==> src/rtl/pjd_consts.vh <==
// Shared constants for the paper jam detector
`ifndef PJD_CONSTS_VH
`define PJD_CONSTS_VH

// ==========================================================
// Clock and start-up timing
`define PJD_CLK_MHZ 25
`define PJD_SETTLE_W 3
`define PJD_SETTLE_CYC 3'h5

// ==========================================================
// Diagnostic jam codes
`define PJD_CODE_W 5
`define PJD_JAM_NONE 5'h00
`define PJD_JAM_PATH_REMAIN 5'h01
`define PJD_JAM_EXIT_REMAIN 5'h02
`define PJD_JAM_ENTRY_LATE 5'h03
`define PJD_JAM_ENTRY_STALL 5'h04
`define PJD_JAM_COVER_OPEN 5'h05
`define PJD_JAM_STAPLE 5'h06
`define PJD_JAM_STACK_EXIT 5'h07
`define PJD_JAM_MIDDLE_LATE 5'h08
`define PJD_JAM_MIDDLE_STALL 5'h09
`define PJD_JAM_SUB_LATE 5'h0a
`define PJD_JAM_SUB_STALL 5'h0b
`define PJD_JAM_SUB_REMAIN 5'h0c
`define PJD_JAM_PUNCH 5'h0d
`define PJD_JAM_STAPLE_SLIDE 5'h0e
`define PJD_JAM_EXIT_SHIFT 5'h0f

// ==========================================================
// Input bundle width
`define PJD_PIN_W 16

`endif

==> src/rtl/pjd_sync.v <==
// Three-stage pin synchroniser with agreement filter
module pjd_sync #(
  parameter W = 1
) (
  input wire ref_clk,
  input wire rst,
  input wire [W-1:0] pin,
  output reg [W-1:0] level
);

  reg [W-1:0] stage1;
  reg [W-1:0] stage2;
  reg [W-1:0] stage3;

  // ==========================================================
  // Stage one feeds stage two only; level moves once two and three agree
  always @(posedge ref_clk or posedge rst)
  begin
    if (rst)
    begin
      stage1 <= {W{1'b0}};
      stage2 <= {W{1'b0}};
      stage3 <= {W{1'b0}};
      level <= {W{1'b0}};
    end
    else
    begin
      stage1 <= pin;
      stage2 <= stage1;
      stage3 <= stage2;
      level <= (stage2 & stage3) | (level & (stage2 | stage3));
    end
  end

endmodule // pjd_sync

==> src/rtl/pjd_watch.v <==
// Armed tick counter that fires once a limit passes
module pjd_watch #(
  parameter CW = 12,
  parameter [CW-1:0] LIMIT = 1
) (
  input wire ref_clk,
  input wire rst,
  input wire clear,
  input wire start,
  input wire tick,
  input wire stop,
  output reg expired
);

  reg armed;
  reg [CW-1:0] count;

  // ==========================================================
  // Clear and stop win over arming, so a halted path stays quiet
  always @(posedge ref_clk or posedge rst)
  begin
    if (rst)
    begin
      armed <= 1'b0;
      count <= {CW{1'b0}};
      expired <= 1'b0;
    end
    else
    begin
      expired <= 1'b0;
      if (clear || stop)
        armed <= 1'b0;
      else if (start)
      begin
        armed <= 1'b1;
        count <= {CW{1'b0}};
      end
      else if (armed && tick)
      begin
        if (count == LIMIT - 1'b1)
        begin
          armed <= 1'b0;
          expired <= 1'b1;
        end
        else
          count <= count + 1'b1;
      end
    end
  end

endmodule // pjd_watch

==> src/rtl/pjd_detector.v <==
// Jam supervision core for the sheet finisher and punch unit
//
// Summary of operation
// Any detected jam is reported to the host as a diagnostic code.
// Entrance or middle paper at power-up or cover close is a remaining jam.
// With punch fitted, punch paper at power-up or cover close also counts.
// Finishing tray paper at power-up is an exit outlet remaining jam.
// Entrance must see paper within a timeout after host sheet signal.
// Entrance must clear before first transport motor completes its step count.
// Front cover or sub-path cover open while running is a cover jam.
// With punch fitted, punch connection open is also a cover jam.
// Clinch fault sensor reporting stapling impossible is a stapling jam.
// Clinch must reopen in time; opening during reverse is also a jam.
// Staple ejection must see staple ready, else stapling jam.
// Tray must clear before exit motor completes its exit step count.
// Middle sensor must see paper within first motor step count.
// Middle sensor must clear within second motor step count.
// Sub-path sensor must see paper within set run time of both motors.
// Sub-path sensor must clear within second motor step count.
// Sub-path paper at power-up or cover close is a remaining jam.
// Punch shaft away from home at check time is a punching jam.
// Punch slide motor error while moving is a punching jam.
// Staple slide motor error while moving is flagged.
// Exit roller shift motor error while moving is flagged.
// Punch shaft sensor low means the puncher rests at home.
// Every timeout and step count is a module parameter.
// Jam code holds until acknowledge or cover close; sequencing halts.
`include "pjd_consts.vh"

module pjd_detector #(
  parameter SHEET_TIMEOUT_US = 1000,
  parameter SUBPATH_REACH_US = 2000,
  parameter CLINCH_OPEN_US = 500,
  parameter CYC_W = 24,
  parameter STEP_W = 12,
  parameter [STEP_W-1:0] ENTRY_STALL_STEPS = 12'h190,
  parameter [STEP_W-1:0] MIDDLE_REACH_STEPS = 12'h12c,
  parameter [STEP_W-1:0] MIDDLE_STALL_STEPS = 12'h190,
  parameter [STEP_W-1:0] SUBPATH_STALL_STEPS = 12'h190,
  parameter [STEP_W-1:0] STACK_EXIT_STEPS = 12'h258
) (
  input wire ref_clk,
  input wire rst,
  input wire entrance_path_sensor,
  input wire middle_path_sensor,
  input wire punch_paper_sensor,
  input wire finishing_tray_sensor,
  input wire subpath_sensor,
  input wire front_cover_switch,
  input wire subpath_cover_sensor,
  input wire clinch_fault_sensor,
  input wire clinch_home_sensor,
  input wire staple_ready_sensor,
  input wire punch_shaft_home_sensor,
  input wire punch_connect_open,
  input wire punch_fitted,
  input wire punch_slide_motor_error,
  input wire staple_slide_motor_error,
  input wire exit_roller_shift_motor_error,
  input wire finisher_running,
  input wire sheet_coming,
  input wire first_transport_motor_step,
  input wire second_transport_motor_step,
  input wire first_transport_motor_run,
  input wire second_transport_motor_run,
  input wire stack_exit_motor_step,
  input wire stack_exit_motor_forward,
  input wire stack_eject_start,
  input wire stapling_active,
  input wire staple_reverse,
  input wire staple_eject_active,
  input wire punch_home_check,
  input wire punch_slide_moving,
  input wire staple_slide_moving,
  input wire exit_shift_moving,
  input wire jam_ack,
  output reg jam_valid,
  output reg [`PJD_CODE_W-1:0] jam_code,
  output reg sequencing_halt
);

  // ==========================================================
  // Derived cycle counts; a time too long for CYC_W bits wraps
  localparam integer SHEET_PROD = SHEET_TIMEOUT_US * `PJD_CLK_MHZ;
  localparam integer SUB_REACH_PROD = SUBPATH_REACH_US * `PJD_CLK_MHZ;
  localparam integer CLINCH_PROD = CLINCH_OPEN_US * `PJD_CLK_MHZ;
  localparam [CYC_W-1:0] SHEET_CYC = SHEET_PROD[CYC_W-1:0];
  localparam [CYC_W-1:0] SUB_REACH_CYC = SUB_REACH_PROD[CYC_W-1:0];
  localparam [CYC_W-1:0] CLINCH_CYC = CLINCH_PROD[CYC_W-1:0];

  wire [`PJD_PIN_W-1:0] pin_raw;
  wire [`PJD_PIN_W-1:0] pin_sync;
  wire s_entry;
  wire s_middle;
  wire s_punch_paper;
  wire s_tray;
  wire s_sub;
  wire s_front_open;
  wire s_sub_cover_open;
  wire s_clinch_fault;
  wire s_clinch_closed;
  wire s_staple_ready;
  wire s_shaft_away;
  wire s_punch_conn_open;
  wire s_punch_fitted;
  wire s_punch_slide_err;
  wire s_staple_slide_err;
  wire s_exit_shift_err;

  // ==========================================================
  // Pin inputs pass the three-stage synchroniser as one bundle
  assign pin_raw = {entrance_path_sensor, middle_path_sensor, punch_paper_sensor,
    finishing_tray_sensor, subpath_sensor, front_cover_switch, subpath_cover_sensor,
    clinch_fault_sensor, clinch_home_sensor, staple_ready_sensor,
    punch_shaft_home_sensor, punch_connect_open, punch_fitted,
    punch_slide_motor_error, staple_slide_motor_error, exit_roller_shift_motor_error};

  pjd_sync #(
    .W(`PJD_PIN_W)
  ) u_pin_sync (
    .ref_clk(ref_clk),
    .rst(rst),
    .pin(pin_raw),
    .level(pin_sync)
  );

  assign {s_entry, s_middle, s_punch_paper, s_tray, s_sub, s_front_open,
    s_sub_cover_open, s_clinch_fault, s_clinch_closed, s_staple_ready,
    s_shaft_away, s_punch_conn_open, s_punch_fitted, s_punch_slide_err,
    s_staple_slide_err, s_exit_shift_err} = pin_sync;

  // ==========================================================
  // Previous levels for edge detection
  reg prev_entry;
  reg prev_middle;
  reg prev_sub;
  reg prev_front_open;
  reg prev_clinch_closed;
  reg prev_eject;
  reg prev_reverse_open;
  reg ready_seen;
  reg [`PJD_SETTLE_W-1:0] settle;
  reg powerup_check;

  wire entry_rise;
  wire entry_fall;
  wire middle_rise;
  wire middle_fall;
  wire sub_rise;
  wire sub_fall;
  wire cover_closed;
  wire clinch_close;
  wire clinch_open;
  wire eject_end;
  wire reverse_open;

  assign entry_rise = s_entry & ~prev_entry;
  assign entry_fall = ~s_entry & prev_entry;
  assign middle_rise = s_middle & ~prev_middle;
  assign middle_fall = ~s_middle & prev_middle;
  assign sub_rise = s_sub & ~prev_sub;
  assign sub_fall = ~s_sub & prev_sub;
  assign cover_closed = ~s_front_open & prev_front_open;
  assign clinch_close = stapling_active & s_clinch_closed & ~prev_clinch_closed;
  assign clinch_open = ~s_clinch_closed;
  assign eject_end = ~staple_eject_active & prev_eject;
  assign reverse_open = staple_reverse & clinch_open;

  // Edge history; power-up check waits until the synchroniser has filled
  always @(posedge ref_clk or posedge rst)
  begin
    if (rst)
    begin
      prev_entry <= 1'b0;
      prev_middle <= 1'b0;
      prev_sub <= 1'b0;
      prev_front_open <= 1'b0;
      prev_clinch_closed <= 1'b0;
      prev_eject <= 1'b0;
      prev_reverse_open <= 1'b0;
      ready_seen <= 1'b0;
      settle <= {`PJD_SETTLE_W{1'b0}};
      powerup_check <= 1'b0;
    end
    else
    begin
      prev_entry <= s_entry;
      prev_middle <= s_middle;
      prev_sub <= s_sub;
      prev_front_open <= s_front_open;
      prev_clinch_closed <= s_clinch_closed;
      prev_eject <= staple_eject_active;
      prev_reverse_open <= reverse_open;
      powerup_check <= (settle == `PJD_SETTLE_CYC - 1'b1);
      if (settle != `PJD_SETTLE_CYC)
        settle <= settle + 1'b1;
      // Ready seen reloads from the ready sensor at each new ejection
      if (staple_eject_active && !prev_eject)
        ready_seen <= s_staple_ready;
      else if (staple_eject_active && s_staple_ready)
        ready_seen <= 1'b1;
    end
  end

  // ==========================================================
  // Travel watchers; all are cleared while a jam is held
  wire w_entry_late;
  wire w_entry_stall;
  wire w_middle_late;
  wire w_middle_stall;
  wire w_sub_late;
  wire w_sub_stall;
  wire w_stack_exit;
  wire w_clinch;

  pjd_watch #(.CW(CYC_W), .LIMIT(SHEET_CYC)) u_entry_late (
    .ref_clk(ref_clk), .rst(rst), .clear(jam_valid),
    .start(sheet_coming), .tick(1'b1), .stop(entry_rise),
    .expired(w_entry_late)
  );

  pjd_watch #(.CW(STEP_W), .LIMIT(ENTRY_STALL_STEPS)) u_entry_stall (
    .ref_clk(ref_clk), .rst(rst), .clear(jam_valid),
    .start(entry_rise), .tick(first_transport_motor_step),
    .stop(entry_fall), .expired(w_entry_stall)
  );

  pjd_watch #(.CW(STEP_W), .LIMIT(MIDDLE_REACH_STEPS)) u_middle_late (
    .ref_clk(ref_clk), .rst(rst), .clear(jam_valid),
    .start(entry_rise), .tick(first_transport_motor_step),
    .stop(middle_rise), .expired(w_middle_late)
  );

  pjd_watch #(.CW(STEP_W), .LIMIT(MIDDLE_STALL_STEPS)) u_middle_stall (
    .ref_clk(ref_clk), .rst(rst), .clear(jam_valid),
    .start(middle_rise), .tick(second_transport_motor_step),
    .stop(middle_fall), .expired(w_middle_stall)
  );

  // Run time counts only cycles in which both transport motors turn
  pjd_watch #(.CW(CYC_W), .LIMIT(SUB_REACH_CYC)) u_sub_late (
    .ref_clk(ref_clk), .rst(rst), .clear(jam_valid),
    .start(entry_rise),
    .tick(first_transport_motor_run & second_transport_motor_run),
    .stop(sub_rise), .expired(w_sub_late)
  );

  pjd_watch #(.CW(STEP_W), .LIMIT(SUBPATH_STALL_STEPS)) u_sub_stall (
    .ref_clk(ref_clk), .rst(rst), .clear(jam_valid),
    .start(sub_rise), .tick(second_transport_motor_step),
    .stop(sub_fall), .expired(w_sub_stall)
  );

  // Steps in the reverse direction do not advance the stack exit count
  pjd_watch #(.CW(STEP_W), .LIMIT(STACK_EXIT_STEPS)) u_stack_exit (
    .ref_clk(ref_clk), .rst(rst), .clear(jam_valid),
    .start(stack_eject_start),
    .tick(stack_exit_motor_step & stack_exit_motor_forward),
    .stop(~s_tray & ~stack_eject_start), .expired(w_stack_exit)
  );

  pjd_watch #(.CW(CYC_W), .LIMIT(CLINCH_CYC)) u_clinch (
    .ref_clk(ref_clk), .rst(rst), .clear(jam_valid),
    .start(clinch_close), .tick(1'b1),
    .stop(clinch_open), .expired(w_clinch)
  );

  // ==========================================================
  // Level and instant jam conditions
  wire remain_check;
  wire det_path_remain;
  wire det_exit_remain;
  wire det_sub_remain;
  wire det_cover;
  wire det_staple;
  wire det_punch;
  wire det_staple_slide;
  wire det_exit_shift;

  assign remain_check = powerup_check | cover_closed;
  assign det_path_remain = remain_check & (s_entry | s_middle |
    (s_punch_fitted & s_punch_paper));
  assign det_exit_remain = powerup_check & s_tray;
  assign det_sub_remain = remain_check & s_sub;
  assign det_cover = (finisher_running & (s_front_open | s_sub_cover_open)) |
    (s_punch_fitted & s_punch_conn_open);
  assign det_staple = s_clinch_fault |
    w_clinch | (reverse_open & ~prev_reverse_open) |
    (eject_end & ~ready_seen);
  // Sensor high means the shaft is away from home at check time
  assign det_punch = s_punch_fitted & ((punch_home_check & s_shaft_away) |
    (punch_slide_moving & s_punch_slide_err));
  assign det_staple_slide = staple_slide_moving & s_staple_slide_err;
  assign det_exit_shift = exit_shift_moving & s_exit_shift_err;

  // ==========================================================
  // Fixed priority picks one code when several fire together
  reg [`PJD_CODE_W-1:0] next_code;

  always @*
  begin
    next_code = `PJD_JAM_NONE;
    if (det_cover)
      next_code = `PJD_JAM_COVER_OPEN;
    else if (det_path_remain)
      next_code = `PJD_JAM_PATH_REMAIN;
    else if (det_exit_remain)
      next_code = `PJD_JAM_EXIT_REMAIN;
    else if (det_sub_remain)
      next_code = `PJD_JAM_SUB_REMAIN;
    else if (w_entry_late)
      next_code = `PJD_JAM_ENTRY_LATE;
    else if (w_entry_stall)
      next_code = `PJD_JAM_ENTRY_STALL;
    else if (w_middle_late)
      next_code = `PJD_JAM_MIDDLE_LATE;
    else if (w_middle_stall)
      next_code = `PJD_JAM_MIDDLE_STALL;
    else if (w_sub_late)
      next_code = `PJD_JAM_SUB_LATE;
    else if (w_sub_stall)
      next_code = `PJD_JAM_SUB_STALL;
    else if (w_stack_exit)
      next_code = `PJD_JAM_STACK_EXIT;
    else if (det_staple)
      next_code = `PJD_JAM_STAPLE;
    else if (det_punch)
      next_code = `PJD_JAM_PUNCH;
    else if (det_staple_slide)
      next_code = `PJD_JAM_STAPLE_SLIDE;
    else if (det_exit_shift)
      next_code = `PJD_JAM_EXIT_SHIFT;
  end

  // ==========================================================
  // Jam latch: first jam holds; a new jam in the clearing cycle wins
  wire jam_release;

  assign jam_release = jam_ack | cover_closed;

  always @(posedge ref_clk or posedge rst)
  begin
    if (rst)
    begin
      jam_valid <= 1'b0;
      jam_code <= `PJD_JAM_NONE;
      sequencing_halt <= 1'b0;
    end
    else if ((!jam_valid || jam_release) && next_code != `PJD_JAM_NONE)
    begin
      jam_valid <= 1'b1;
      jam_code <= next_code;
      sequencing_halt <= 1'b1;
    end
    else if (jam_release)
    begin
      jam_valid <= 1'b0;
      jam_code <= `PJD_JAM_NONE;
      sequencing_halt <= 1'b0;
    end
  end

endmodule // pjd_detector

==> config.mk <==
export PLATFORM = sky130hd
export DESIGN_NAME = pjd_detector
export DESIGN_NICKNAME = d
export VERILOG_FILES = /design/src/rtl/pjd_sync.v /design/src/rtl/pjd_watch.v /design/src/rtl/pjd_detector.v
export VERILOG_INCLUDE_DIRS = /design/src /design/src/rtl
export SDC_FILE = /design/constraint.sdc
export NUM_CORES = 1
export LEC_CHECK = 0
export BUFFER_PORTS_ARGS = -buffer_cell sky130_fd_sc_hd__buf_4
export CELL_PAD_IN_SITES_DETAIL_PLACEMENT = 1
export CELL_PAD_IN_SITES_GLOBAL_PLACEMENT = 1
export CORE_MARGIN = 10
export CORE_UTILIZATION = 49
export DETAILED_ROUTE_END_ITERATION = 10
export PLACE_DENSITY_LB_ADDON = 0.1
export SLEW_MARGIN = 10
export SYNTH_ARGS = -nofsm -noshare
export SYNTH_HDL_FRONTEND = slang
export SYNTH_SLANG_ARGS = --single-unit
==> constraint.sdc <==
create_clock -name ref_clk -period 7.41 [get_ports ref_clk]
set_clock_uncertainty 0.15 [all_clocks]
set_input_delay 0.3705 -clock ref_clk [delete_from_list [all_inputs] [get_ports ref_clk]]
set_output_delay 0.3705 -clock ref_clk [all_outputs]
set_load 0.1 [all_outputs]
---- After elaboration in Yosys (flattened, before gate mapping) ----
Index checks and enable logic that the tools add are counted.
word-level totals
  output and inout port bits .............. 7
  flip-flop bits (word level) ............. 230
operators by class
  equality and inequality tests ........... 18
  mux-type cells .......................... 109
  reduce and logical (&&, ||, !) cells .... 57
  $add $sub $neg .......................... 9
  bitwise logic cells ..................... 63
operators with widths
  cell                   count
  $mux 24                9
  $mux 12                15
  $add 24x1->24 const B  3
  $mux 1                 68
  $add 12x1->12 const B  5
  $mux 4                 15
  $eq 12x9->1 const B    4
  $reduce_bool 3->1      12
  $and 16x16->16         2
  $or 16x16->16          2
  $and 1x1->1            27
  $eq 24x14->1 const B   1
  $eq 24x15->1 const B   1
  $eq 24x16->1 const B   1
  $reduce_and 3->1       8
  $not 1->1              22
  $reduce_bool 2->1      10
  $ne 2x2->1 const B     8
  $eq 12x10->1 const B   1
  $reduce_and 2->1       6
  $mux 5                 2
  $or 1x1->1             10
  $logic_and 1x1->1      9
  $logic_or 1x1->1       9
  5 further kinds        6

---- Longest topological paths before layout ----
Gate-level depths: netlist of the first run.
  depth after elaboration ................. 20
  depth in mapped cells ................... 9
  depth with buffers taken out ............ 7

---- Modules after synthesis ----
From an unflattened synthesis of the first run, not the netlist that was laid out.
second synthesis, totals
  cells, all modules ...................... 1163
  area, all modules ....................... 12169.2 µm²
modules (own cells, without submodules)
  module                         cells an instance  instances  seq. area each (µm²)  area an instance (µm²)
  pjd_watch (u_entry_stall ...)  88                 3          350.3                 907.1
  pjd_sync                       81                 1          1601.5                1785.5
  pjd_watch (u_entry_late)       174                1          650.6                 1644.1
  pjd_watch (u_clinch)           171                1          650.6                 1621.6
  pjd_watch (u_sub_late)         182                1          650.6                 1612.8
  pjd_detector                   113                1          425.4                 1064.8
  pjd_watch (u_middle_late)      89                 1          350.3                 879.6
  pjd_watch (u_stack_exit)       89                 1          350.3                 839.6

---- Worst setup path after synthesis of the first run ----
Ideal clock, no wire load.
  path type ............................... register to register
  start ................................... reg, netlist name sequencing_halt
  end ..................................... reg u_clinch.count[10]
  library setup time ...................... 0.132 ns
  data required time ...................... 7.128 ns
  cell stages (with the launch flop) ...... 9
  path buffers ............................ 2
  arrival time ............................ 2.291 ns
  slack ................................... 4.837 ns
  cell sequence ........................... dfrtp_1 inv_1 and3_1 o21ai_2 buf_2 buf_2 a21oi_1 xnor2_1 nor2_1
RTL lines
  element               line            text
  end signal, assigned  pjd_watch.v:25  count <= {CW{1'b0}};
  end signal, assigned  pjd_watch.v:36  count <= {CW{1'b0}};
  end signal, assigned  pjd_watch.v:46  count <= count + 1'b1;
  end, declared         pjd_watch.v:16  reg [CW-1:0] count;

---- Final worst setup path of the first run ----
  start ................................... reg u_clinch.count[0]
  end ..................................... reg u_clinch.count[23]
between the ends
  cells in the longest elaborated chain, start to end .. 4
  elaborated cells between the ends (all ways) .. 7
RTL lines
  element        line            text
  $add 24x1->24  pjd_watch.v:46
  $mux 24        pjd_watch.v:40  if (count == LIMIT - 1'b1)
  $mux 24        pjd_watch.v:38  else if (armed && tick)
  $mux 24        pjd_watch.v:33  else if (start)
Several ways; a longest one is shown, not always the timed one. The select of a mux whose other input is x is not followed.
A chain may end at the register's enable or synchronous reset.

==> flow_summary.json, run 1 <==
{
  "track_usage_pct": 18.19,
  "endpoint_kind": "register",
  "tightest_slew_ps": 1120,
  "final_cell_area_um2": 12130,
  "async_flop_share_pct": 100.0,
  "cts_tree": "done",
  "place_worst_setup_slack_ps": 4587,
  "clock_path_buffers": 3,
  "syn_avg_cell_area_um2": 10.41,
  "cts_buffers": 26,
  "synth_fp_nets": 1056,
  "r2r-start": "u_clinch.count[0]",
  "cp.required_ps": 7650,
  "fin_ws_ps": 4520,
  "clk_pin_slew_ps": 60,
  "setup_viol": 0,
  "seq_area_frac_synth_pct": 54.52,
  "finalPower_uw": 3063,
  "via_per_inst": 5.742,
  "status": "finished clean",
  "synth_flop_cell": "dfrtp_1",
  "io_buffers": 40,
  "synthTopCellsByArea": "dfrtp_1, xnor2_1, nor2_1",
  "die_h_um": 166.5,
  "rows": 53,
  "diodes": 0,
  "rrSetupSlack_ps": 4520,
  "num_vias": 7832,
  "yosysUniqueCellTypes": 71,
  "min_path_cells": 2,
  "antenna_left": 0,
  "power_density_nw_per_um2": 252.6,
  "post_cts_buffers": 0,
  "antenna_found_initial": 0,
  "synth_seq_cells": 229,
  "power.leakage_uw": 0.005156,
  "layout_commonest_cell": "dfrtp_1",
  "gp_congestion": 0.8263,
  "clk_latency_ps": 530,
  "cts_max_level": 1,
  "slew_viol_final": 0,
  "die_area_um2": 27710,
  "fmax_ghz": 0.3460,
  "worstPathMaxFanout": 26,
  "worstPathArrival_ps": 3130,
  "wl_per_cell_um": 18.61,
  "final_cell_mix": "dfrtp_1, nor2_1, nand2_1",
  "hp-class": "input pin to register",
  "rr_endpoint": "u_clinch.count[23]",
  "synth_cells": 1010,
  "first_pass_iters": 4,
  "cts_root_buffer": "clkbuf_16",
  "nNetsFinal": 1120,
  "place_area_um2": 11080,
  "drt_wl_total_um": 25390,
  "drive_gt1_share_pct": 10.56,
  "start_util_pct": 49.85,
  "grt_pass1_wl_um": 43460,
  "grt_max_degree": 97,
  "area_growth_pct": 15.39,
  "maxSlewHeadroom_pct": 25.32,
  "yosysWarnings": 0,
  "period_share_pct": 39.00,
  "peakVddDrop_mv": 0.1883,
  "synthesis.area_um2": 10510,
  "r2r_cells": 7,
  "synth_edf_count": 0,
  "core_area_um2": 21090,
  "io_pins": 42,
  "die_x_um": 166.5,
  "cts_sinks": 229,
  "crit_type": "register to register",
  "gr-total-overflow": 0,
  "grt_pass1_vias": 8419,
  "worst_setup_path_start_kind": "register",
  "worstHoldEndpoint": "u_entry_late.expired",
  "synth_top_area_share_pct": 54.52,
  "synth_top_cell_by_area": "dfrtp_1",
  "maxCapViolCount": 0,
  "initialDrtViolationCount": 511,
  "min_period_ps": 2890,
  "hp-start": "sheet_coming",
  "rsz0062_at_grt": "false",
  "fin_setup_tns_ps": 0,
  "hold_violations": 0,
  "drcViolationCount": 0,
  "dp_hpwl_um": 16640
}
-- area by class of cell --
| type | count | area, um^2 |
|---|---|---|
| fill | 2251 | 8959 |
| clock inverter | 7 | 98.84 |
| timing repair buffer | 70 | 578.1 |
| inverter | 30 | 120.1 |
| multi-input combinational | 717 | 4519 |
| sequential | 229 | 5731 |
| clock buffer | 36 | 738.2 |
| tap | 275 | 344.1 |
-- synthesized netlist by cell type (3+ instances only) --
cell type	number
or2_2	4
nand3_1	39
nor4_1	21
a31oi_1	5
dfrtp_1	229
a2111oi_2	4
inv_1	30
buf_4	3
nand2b_1	10
a22o_1	5
a31o_2	3
or3_1	21
and2_1	11
buf_2	6
mux2_2	3
and3_1	26
nor3_1	24
o2111ai_1	10
and4_1	8
xnor2_1	55
nor2_1	123
a21oi_1	34
o21a_1	7
o21ai_0	43
nor3b_1	4
maj3_1	16
nor4b_1	12
ha_1	11
nand2_1	75
nor4bb_1	6
o211ai_1	7
or4_1	6
clkbuf_1	23
nand4_1	32
xor2_1	36
nor2b_1	6
a211oi_1	7
-- timing repair --
item                      in CTS  in global routing
hold buffers                  21                  0
resized for setup              0                  0
hold endpoints to repair     116                  0
-- critical path, cell delays in order (launching register included) --
cell and delay, ps:
dfrtp_1 400, ha_1 210, nor4bb_1 320, nand4_1 180
o21ai_2 890, nand2_1 250, nor4b_1 240, mux2i_1 120
-- state kept, by name, summed over array words and instances (netlist names), 3 cells and up --
register              count
u_clinch.count           24
u_entry_late.count       24
u_sub_late.count         24
u_pin_sync.level         16
u_pin_sync.stage1        16
u_pin_sync.stage2        16
u_pin_sync.stage3        16
u_entry_stall.count      12
u_middle_late.count      12
u_middle_stall.count     12
u_stack_exit.count       12
u_sub_stall.count        12
jam_code                  4
settle                    3
-- through the flow --
| stage | utilization (%) | hold WS [ps] | cells |
|---|---|---|---|
| after CTS | 57.52 | 11.21 | 1364 |
| final | 57.52 | 27.35 | 1364 |
| after detailed placement | 52.55 | 186.3 | 1300 |
| after global placement | 52.55 | 182.0 | 1300 |
| after global routing | 57.52 | 38.22 | 1364 |
| after floorplan | - | 181.2 | 1010 |
-- where the power goes --
part           total [uW]  switching, uW  internal (uW)
sequential           1460            108           1350
combinational         348            216            132
clock                1260            499            759
-- cell families (layout without fill, tap and decap cells) --
family,Yosys count,count (layout),synth area share (%)
AOI/OAI and AO/OA,151,151,9.796
xor gates and xnor gates,91,91,7.582
adders and majority gates,27,27,2.833
buffers and inverters,64,143,2.535
DFF,229,229,54.52
muxes,5,5,0.5118
other,1,1,0.03568
and+or+nand+nor,442,442,22.19
-- how the worst max path moves through the flow --
| stage | end | start | slack [ps] | cells past startpoint |
|---|---|---|---|---|
| global route | u_clinch.count[23] | u_clinch.count[0] | 4250 | 7 |
| floorplan | jam_code[0] | rst | 610 | 1 |
| global placement | u_clinch.count[13] | u_clinch.count[15] | 4670 | 6 |
| detailed placement | u_clinch.count[13] | u_clinch.count[1] | 4590 | 7 |
| finish | u_clinch.count[23] | u_clinch.count[0] | 4520 | 7 |
| CTS | u_clinch.count[23] | u_clinch.count[0] | 4580 | 7 |
-- routing by layer --
layer | global-route usage (%) | wire length, um | share of wire [%] | up-vias
li1 | - | - | - | 3718
met1 | 25.28 | 12090 | 48 | 3967
met2 | 29.46 | 12050 | 47 | 114
met3 | 2.848 | 786 | 3.1 | 33
met4 | 3.856 | 466 | 1.8 | 0
met5 | 0 | 0 | 0 | -
No activity file was read; power rests on OpenSTA's default activity.
==> run 2, diff against run 1 <==
==> constraint.sdc (replaced) <==
create_clock -name ref_clk -period 2.9 [get_ports ref_clk]
set_clock_uncertainty 0.15 [all_clocks]
set_input_delay 0.145 -clock ref_clk [delete_from_list [all_inputs] [get_ports ref_clk]]
set_output_delay 0.145 -clock ref_clk [all_outputs]
set_load 0.1 [all_outputs]
==> run 2 against run 1 <==
Highest routed layer unchanged. Final cell count up 2.3%. Maximum frequency rose by 9.7%. Utilization rose by 2.0 points. Total power rose to 2.8 times the previous value. Non-clock buffer count is 26 higher. Count of clock-buffer cells in the layout is the same. Global-route usage rose by 0.67 points. Register-to-register slack worse by 4300 ps.
==> flow_summary.json, run 2 (synthesis gave the netlist of run 1 again) <==
{
  "gp_congestion": 0.8343,
  "diodes": 0,
  "path_buf_inv": 0,
  "globalRouteMet3Util_pct": 2.871,
  "antenna_found_initial": 0,
  "period_share_pct": 90.82,
  "grt_util_met2_pct": 31.65,
  "ctsHoldBuffers": 31,
  "hp-class": "input pin to register",
  "fmax_ghz": 0.3797,
  "die_area_um2": 27710,
  "power.leakage_uw": 0.005358,
  "cp.required_ps": 3210,
  "r2r_cells": 7,
  "drcViolationCount": 0,
  "use_met1_pct": 25.17,
  "min_period_ps": 2634,
  "track_usage_pct": 18.86,
  "maxCapViolCount": 0,
  "drive_gt1_share_pct": 12.14,
  "cts_buffers": 26,
  "max_stage_delay_ps": 580,
  "crit_type": "register to register",
  "num_vias": 7986,
  "cpMaxStageDelayCell": "or4_1",
  "finalPower_uw": 8450,
  "rrSetupSlack_ps": 270,
  "gr-total-overflow": 0,
  "power_density_nw_per_um2": 673.3,
  "worst_setup_path_start_kind": "register",
  "grt_pass1_wl_um": 45020,
  "rsz0062_at_grt": "false",
  "cts_sinks": 229,
  "tightest_slew_ps": 796.5,
  "worstHoldEndpoint": "u_stack_exit.count[4]",
  "worstPathArrival_ps": 2950,
  "die_x_um": 166.5,
  "layout_commonest_cell": "dfrtp_1",
  "peakVddDrop_mv": 0.5170,
  "dp.cells": 1316,
  "clk_pin_slew_ps": 60,
  "min_path_cells": 4,
  "place_area_um2": 11220,
  "maxSlewHeadroom_pct": 46.70,
  "status": "finished clean",
  "hp-start": "stack_exit_motor_step",
  "drt_wl_total_um": 26100,
  "initialDrtViolationCount": 402,
  "clock_path_buffers": 3,
  "clk_latency_ps": 540,
  "nNetsFinal": 1146,
  "antenna_left": 0,
  "final_cell_mix": "dfrtp_1, nor2_1, nand2_1",
  "cts_tree": "done",
  "io_pins": 42,
  "grt.busiest_layer": "met2",
  "critPathTopFamily": "compound AO/OA/AOI/OAI gates",
  "post_cts_buffers": 0,
  "largestRegisters": "u_clinch.count x24, u_entry_late.count x24, u_sub_late.count x24",
  "cts_root_buffer": "clkbuf_16",
  "first_pass_iters": 5,
  "r2r-start": "u_entry_late.count[0]",
  "slew_viol_final": 0,
  "final_cell_area_um2": 12550,
  "fin_setup_tns_ps": 0,
  "core_area_um2": 21090,
  "rows": 53,
  "start_util_pct": 49.85,
  "rr_endpoint": "u_entry_late.count[17]",
  "grt_pass1_vias": 8633,
  "worstPathMaxFanout": 12,
  "wl_per_cell_um": 18.71,
  "die_h_um": 166.5,
  "area_growth_pct": 19.39,
  "via_per_inst": 5.725,
  "path_cells": "ha_1, nand2_1, or4_1, o21a_1, o211ai_2, o21ai_0, a21oi_1",
  "endpoint_kind": "register",
  "fin_util_pct": 59.51,
  "fin_cells": 1395,
  "grt_max_degree": 99,
  "cts_max_level": 1,
  "hold_violations": 0,
  "setup_viol": 0,
  "io_buffers": 40,
  "dp_hpwl_um": 17170,
  "cts.repair.resized": 0
}
[run 2: changes by cell type in the layout (fill, tap and decap cells not counted), sizes merged]
cell / previous run / this run
buf: 49 / 65
clkinvlp: 1 / 2
bufinv: 2 / 8
clkinv: 4 / 2
dlygate4sd3: 21 / 31
[run 2: final cells by class]
| class | count | area [um^2] |
|---|---|---|
| inverters | 30 | 116.4 |
| repair buffers | 96 | 823.3 |
| well taps | 275 | 344.1 |
| clock buffers | 36 | 738.2 |
| fillers | 2233 | 8538 |
| multi-input cells | 717 | 4519 |
| clock inverters | 12 | 277.8 |
| flip-flops and latches | 229 | 5731 |
[run 2: worst max path at each step]
stage | cells past startpoint | endpoint | startpoint
finish | 7 | u_entry_late.count[17] | u_entry_late.count[0]
CTS | 7 | u_entry_late.count[17] | u_entry_late.count[0]
global route | 7 | u_entry_late.count[17] | u_entry_late.count[0]
detailed placement | 7 | u_entry_late.count[13] | u_entry_late.count[0]
global placement | 7 | u_entry_late.count[13] | u_entry_late.count[0]
floorplan | 1 | jam_code[0] | rst
[run 2: worst min-delay path, cell delays in order]
cell	delay [ps]
buf_4	110
nand4_1	180
nor2_1	70
o22a_1	170
[run 2: metrics by stage]
stage / setup slack (ps) / hold WS (ps)
2_1_floorplan: -389.0 / 26.43
3_3_place_gp: 470.2 / 36.31
3_5_place_dp: 370.3 / 45.10
4_1_cts: 309.5 / 5.493
5_1_grt: 85.18 / 44.74
6_report: 266.3 / 31.92
[run 2: power by group]
group / total (uW) / leakage [uW] / internal (uW) / switching (uW)
clock network: 3830 / 0.000491 / 2490 / 1340
logic: 901 / 0.00201 / 354 / 547
registers: 3720 / 0.00286 / 3440 / 273
[run 2: layer usage]
layer | wire length (um) | share of wire [%]
met5 | 0 | 0
met4 | 521 | 2.0
met3 | 831 | 3.2
met2 | 12720 | 49
met1 | 12030 | 46
==> run 3, diff against run 2 <==
--- a/config.mk
+++ b/config.mk
@@ -11,6 +11,7 @@
 export CELL_PAD_IN_SITES_GLOBAL_PLACEMENT = 1
 export CORE_MARGIN = 10
 export CORE_UTILIZATION = 49
+export CTS_CLUSTER_SIZE = 12
 export DETAILED_ROUTE_END_ITERATION = 10
 export PLACE_DENSITY_LB_ADDON = 0.1
 export SLEW_MARGIN = 10
==> constraint.sdc (replaced) <==
create_clock -name ref_clk -period 2.9 [get_ports ref_clk]
set_clock_uncertainty 0.15 [all_clocks]
set_input_delay 0.29 -clock ref_clk [delete_from_list [all_inputs] [get_ports ref_clk]]
set_output_delay 0.29 -clock ref_clk [all_outputs]
set_load 0.1 [all_outputs]
==> run 3 against run 2 <==
Utilization fell by 0.77 points. Highest routed layer unchanged. Combinational power fell by 1%. Cell area fell by 1.3%. Clock power fell by 7.8%. Die area did not move. First-iteration DRC count rose by 11%. Sequential power barely moved. Worst hold slack got worse by 8.1 ps. Largest power group is now registers.
==> flow_summary.json, run 3 (synthesis gave the netlist of run 1 again) <==
{
  "status": "finished clean",
  "gp_congestion": 0.8630,
  "antenna_found_initial": 0,
  "cts_max_level": 1,
  "clk_latency_ps": 540,
  "worstPathArrival_ps": 2920,
  "first_pass_iters": 6,
  "maxCapViolCount": 0,
  "seqCellArea_um2": 5731,
  "antenna_left": 0,
  "slew_viol_final": 0,
  "grt_pass1_vias": 8585,
  "whs_ps": 23.81,
  "io_buffers": 40,
  "fin_util_pct": 58.74,
  "rows": 53,
  "top_layer_used": "met4",
  "drt_wl_total_um": 25810,
  "crit_path_frequent_cell": "o21a_1",
  "power.leakage_uw": 0.005288,
  "critPathTopFamily": "compound AO/OA/AOI/OAI gates",
  "clk_pin_slew_ps": 60,
  "core_area_um2": 21090,
  "fill_cells": 2237,
  "num_vias": 7916,
  "die_h_um": 166.5,
  "initialDrtViolationCount": 447,
  "final_cell_area_um2": 12390,
  "diodes": 0,
  "setup_viol": 0,
  "grt_max_degree": 75,
  "path_buf_inv": 0,
  "worst_setup_path_start_kind": "register",
  "cts_sinks": 229,
  "cts.repair.resized": 0,
  "path_cells": "ha_1, nand2_1, or4_1, o21a_1, o211ai_2, nor3_1, o21a_1",
  "peakVddDrop_mv": 0.5039,
  "hold_violations": 0,
  "worstPathMaxFanout": 12,
  "rsz0062_at_grt": "false",
  "drive_gt1_share_pct": 11.83,
  "hp-class": "input pin to register",
  "final_cell_mix": "dfrtp_1, nor2_1, nand2_1",
  "min_period_ps": 2645,
  "wl_met1_um": 12060,
  "period_share_pct": 91.19,
  "cts_tree": "done",
  "clock_path_buffers": 3,
  "wl_met2_um": 12410,
  "fmax_ghz": 0.3781,
  "dp_hpwl_um": 17130,
  "area_growth_pct": 17.84,
  "layout_commonest_cell": "dfrtp_1",
  "fin_setup_tns_ps": 0,
  "die_x_um": 166.5,
  "place_area_um2": 11210,
  "die_area_um2": 27710,
  "cp.required_ps": 3180,
  "finalPower_uw": 8161,
  "cts_root_buffer": "clkbuf_16",
  "endpoint_kind": "register",
  "tightest_slew_ps": 756.4,
  "start_util_pct": 49.85,
  "met3_length_um": 751,
  "via_per_inst": 5.728,
  "grt_pass1_wl_um": 43630,
  "track_usage_pct": 18.28,
  "max_stage_delay_ps": 590,
  "crit_type": "register to register",
  "largestRegisters": "u_clinch.count x24, u_entry_late.count x24, u_sub_late.count x24",
  "nNetsFinal": 1136,
  "gr-total-overflow": 0,
  "drcViolationCount": 0,
  "cpMaxStageDelayCell": "or4_1",
  "cts_buffers": 26,
  "wl_per_cell_um": 18.68,
  "rrSetupSlack_ps": 260,
  "io_pins": 42,
  "maxSlewHeadroom_pct": 49.38,
  "power_density_nw_per_um2": 658.8,
  "multi_input_area_um2": 4519
}
run 3: changes by cell type in the layout (fill, tap and decap cells not counted), sizes merged:
cell         before  now
buf              65   61
clkinvlp          2    1
clkbuf           36   35
bufinv            8    5
dlygate4sd3      31   25
inv              30   29
clkinv            2    5
run 3: final timing paths:
check | from | to | depth (start not counted)
min in group asynchronous | rst | u_clinch.count[13] | 3
worst max-delay path | u_entry_late.count[0] | u_entry_late.count[13] | 7
worst min register to register | u_pin_sync.stage1[7] | u_pin_sync.stage2[7] | 0
worst max register to register | u_entry_late.count[0] | u_entry_late.count[13] | 7
worst min-delay path | jam_ack | jam_code[1] | 4
max in group asynchronous | rst | u_entry_stall.count[9] | 4
run 3: through the flow:
stage	instances	worst slack (ps)
after floorplan	1010	-534.0
after global placement	1312	484.1
after detailed placement	1312	369.7
after CTS	1382	280.8
after global routing	1382	92.80
final	1382	255.5
run 3: where the power goes:
part           internal (uW)  switching, uW  total (uW)
clock network           2230           1300        3530
logic                    353            539         892
registers               3450            290        3740
run 3: what timing repair did:
action | in CTS | in global routing
hold endpoints to repair | 47 | 0
hold buffers | 25 | 0
buffers inserted | 0 | 0
run 3: metal layers:
metal  global-route usage [%]  vias up
li1                         -     3751
met1                    24.17     4011
met2                    30.61      115
met3                    2.918       39
met4                    4.773        0
met5                        0        -
run 3: cell type report:
type / instances / area share [%]
clock buffers: 35 / 6.010
clock inverters: 10 / 1.505
inverters: 30 / 0.9394
multi-input cells: 717 / 36.48
flip-flops and latches: 229 / 46.26
well taps: 275 / 2.778
repair buffers: 86 / 6.020
run 3: worst reg2reg max path: cells and delay by family, from the launching register on:
| family | cells | cell delay [ps] |
|---|---|---|
| flip-flops | 1 | 420 |
| AO/OA/AOI/OAI | 3 | 950 |
| adder cells (fa/ha/maj) | 1 | 210 |
| AND/OR/NAND/NOR | 3 | 810 |
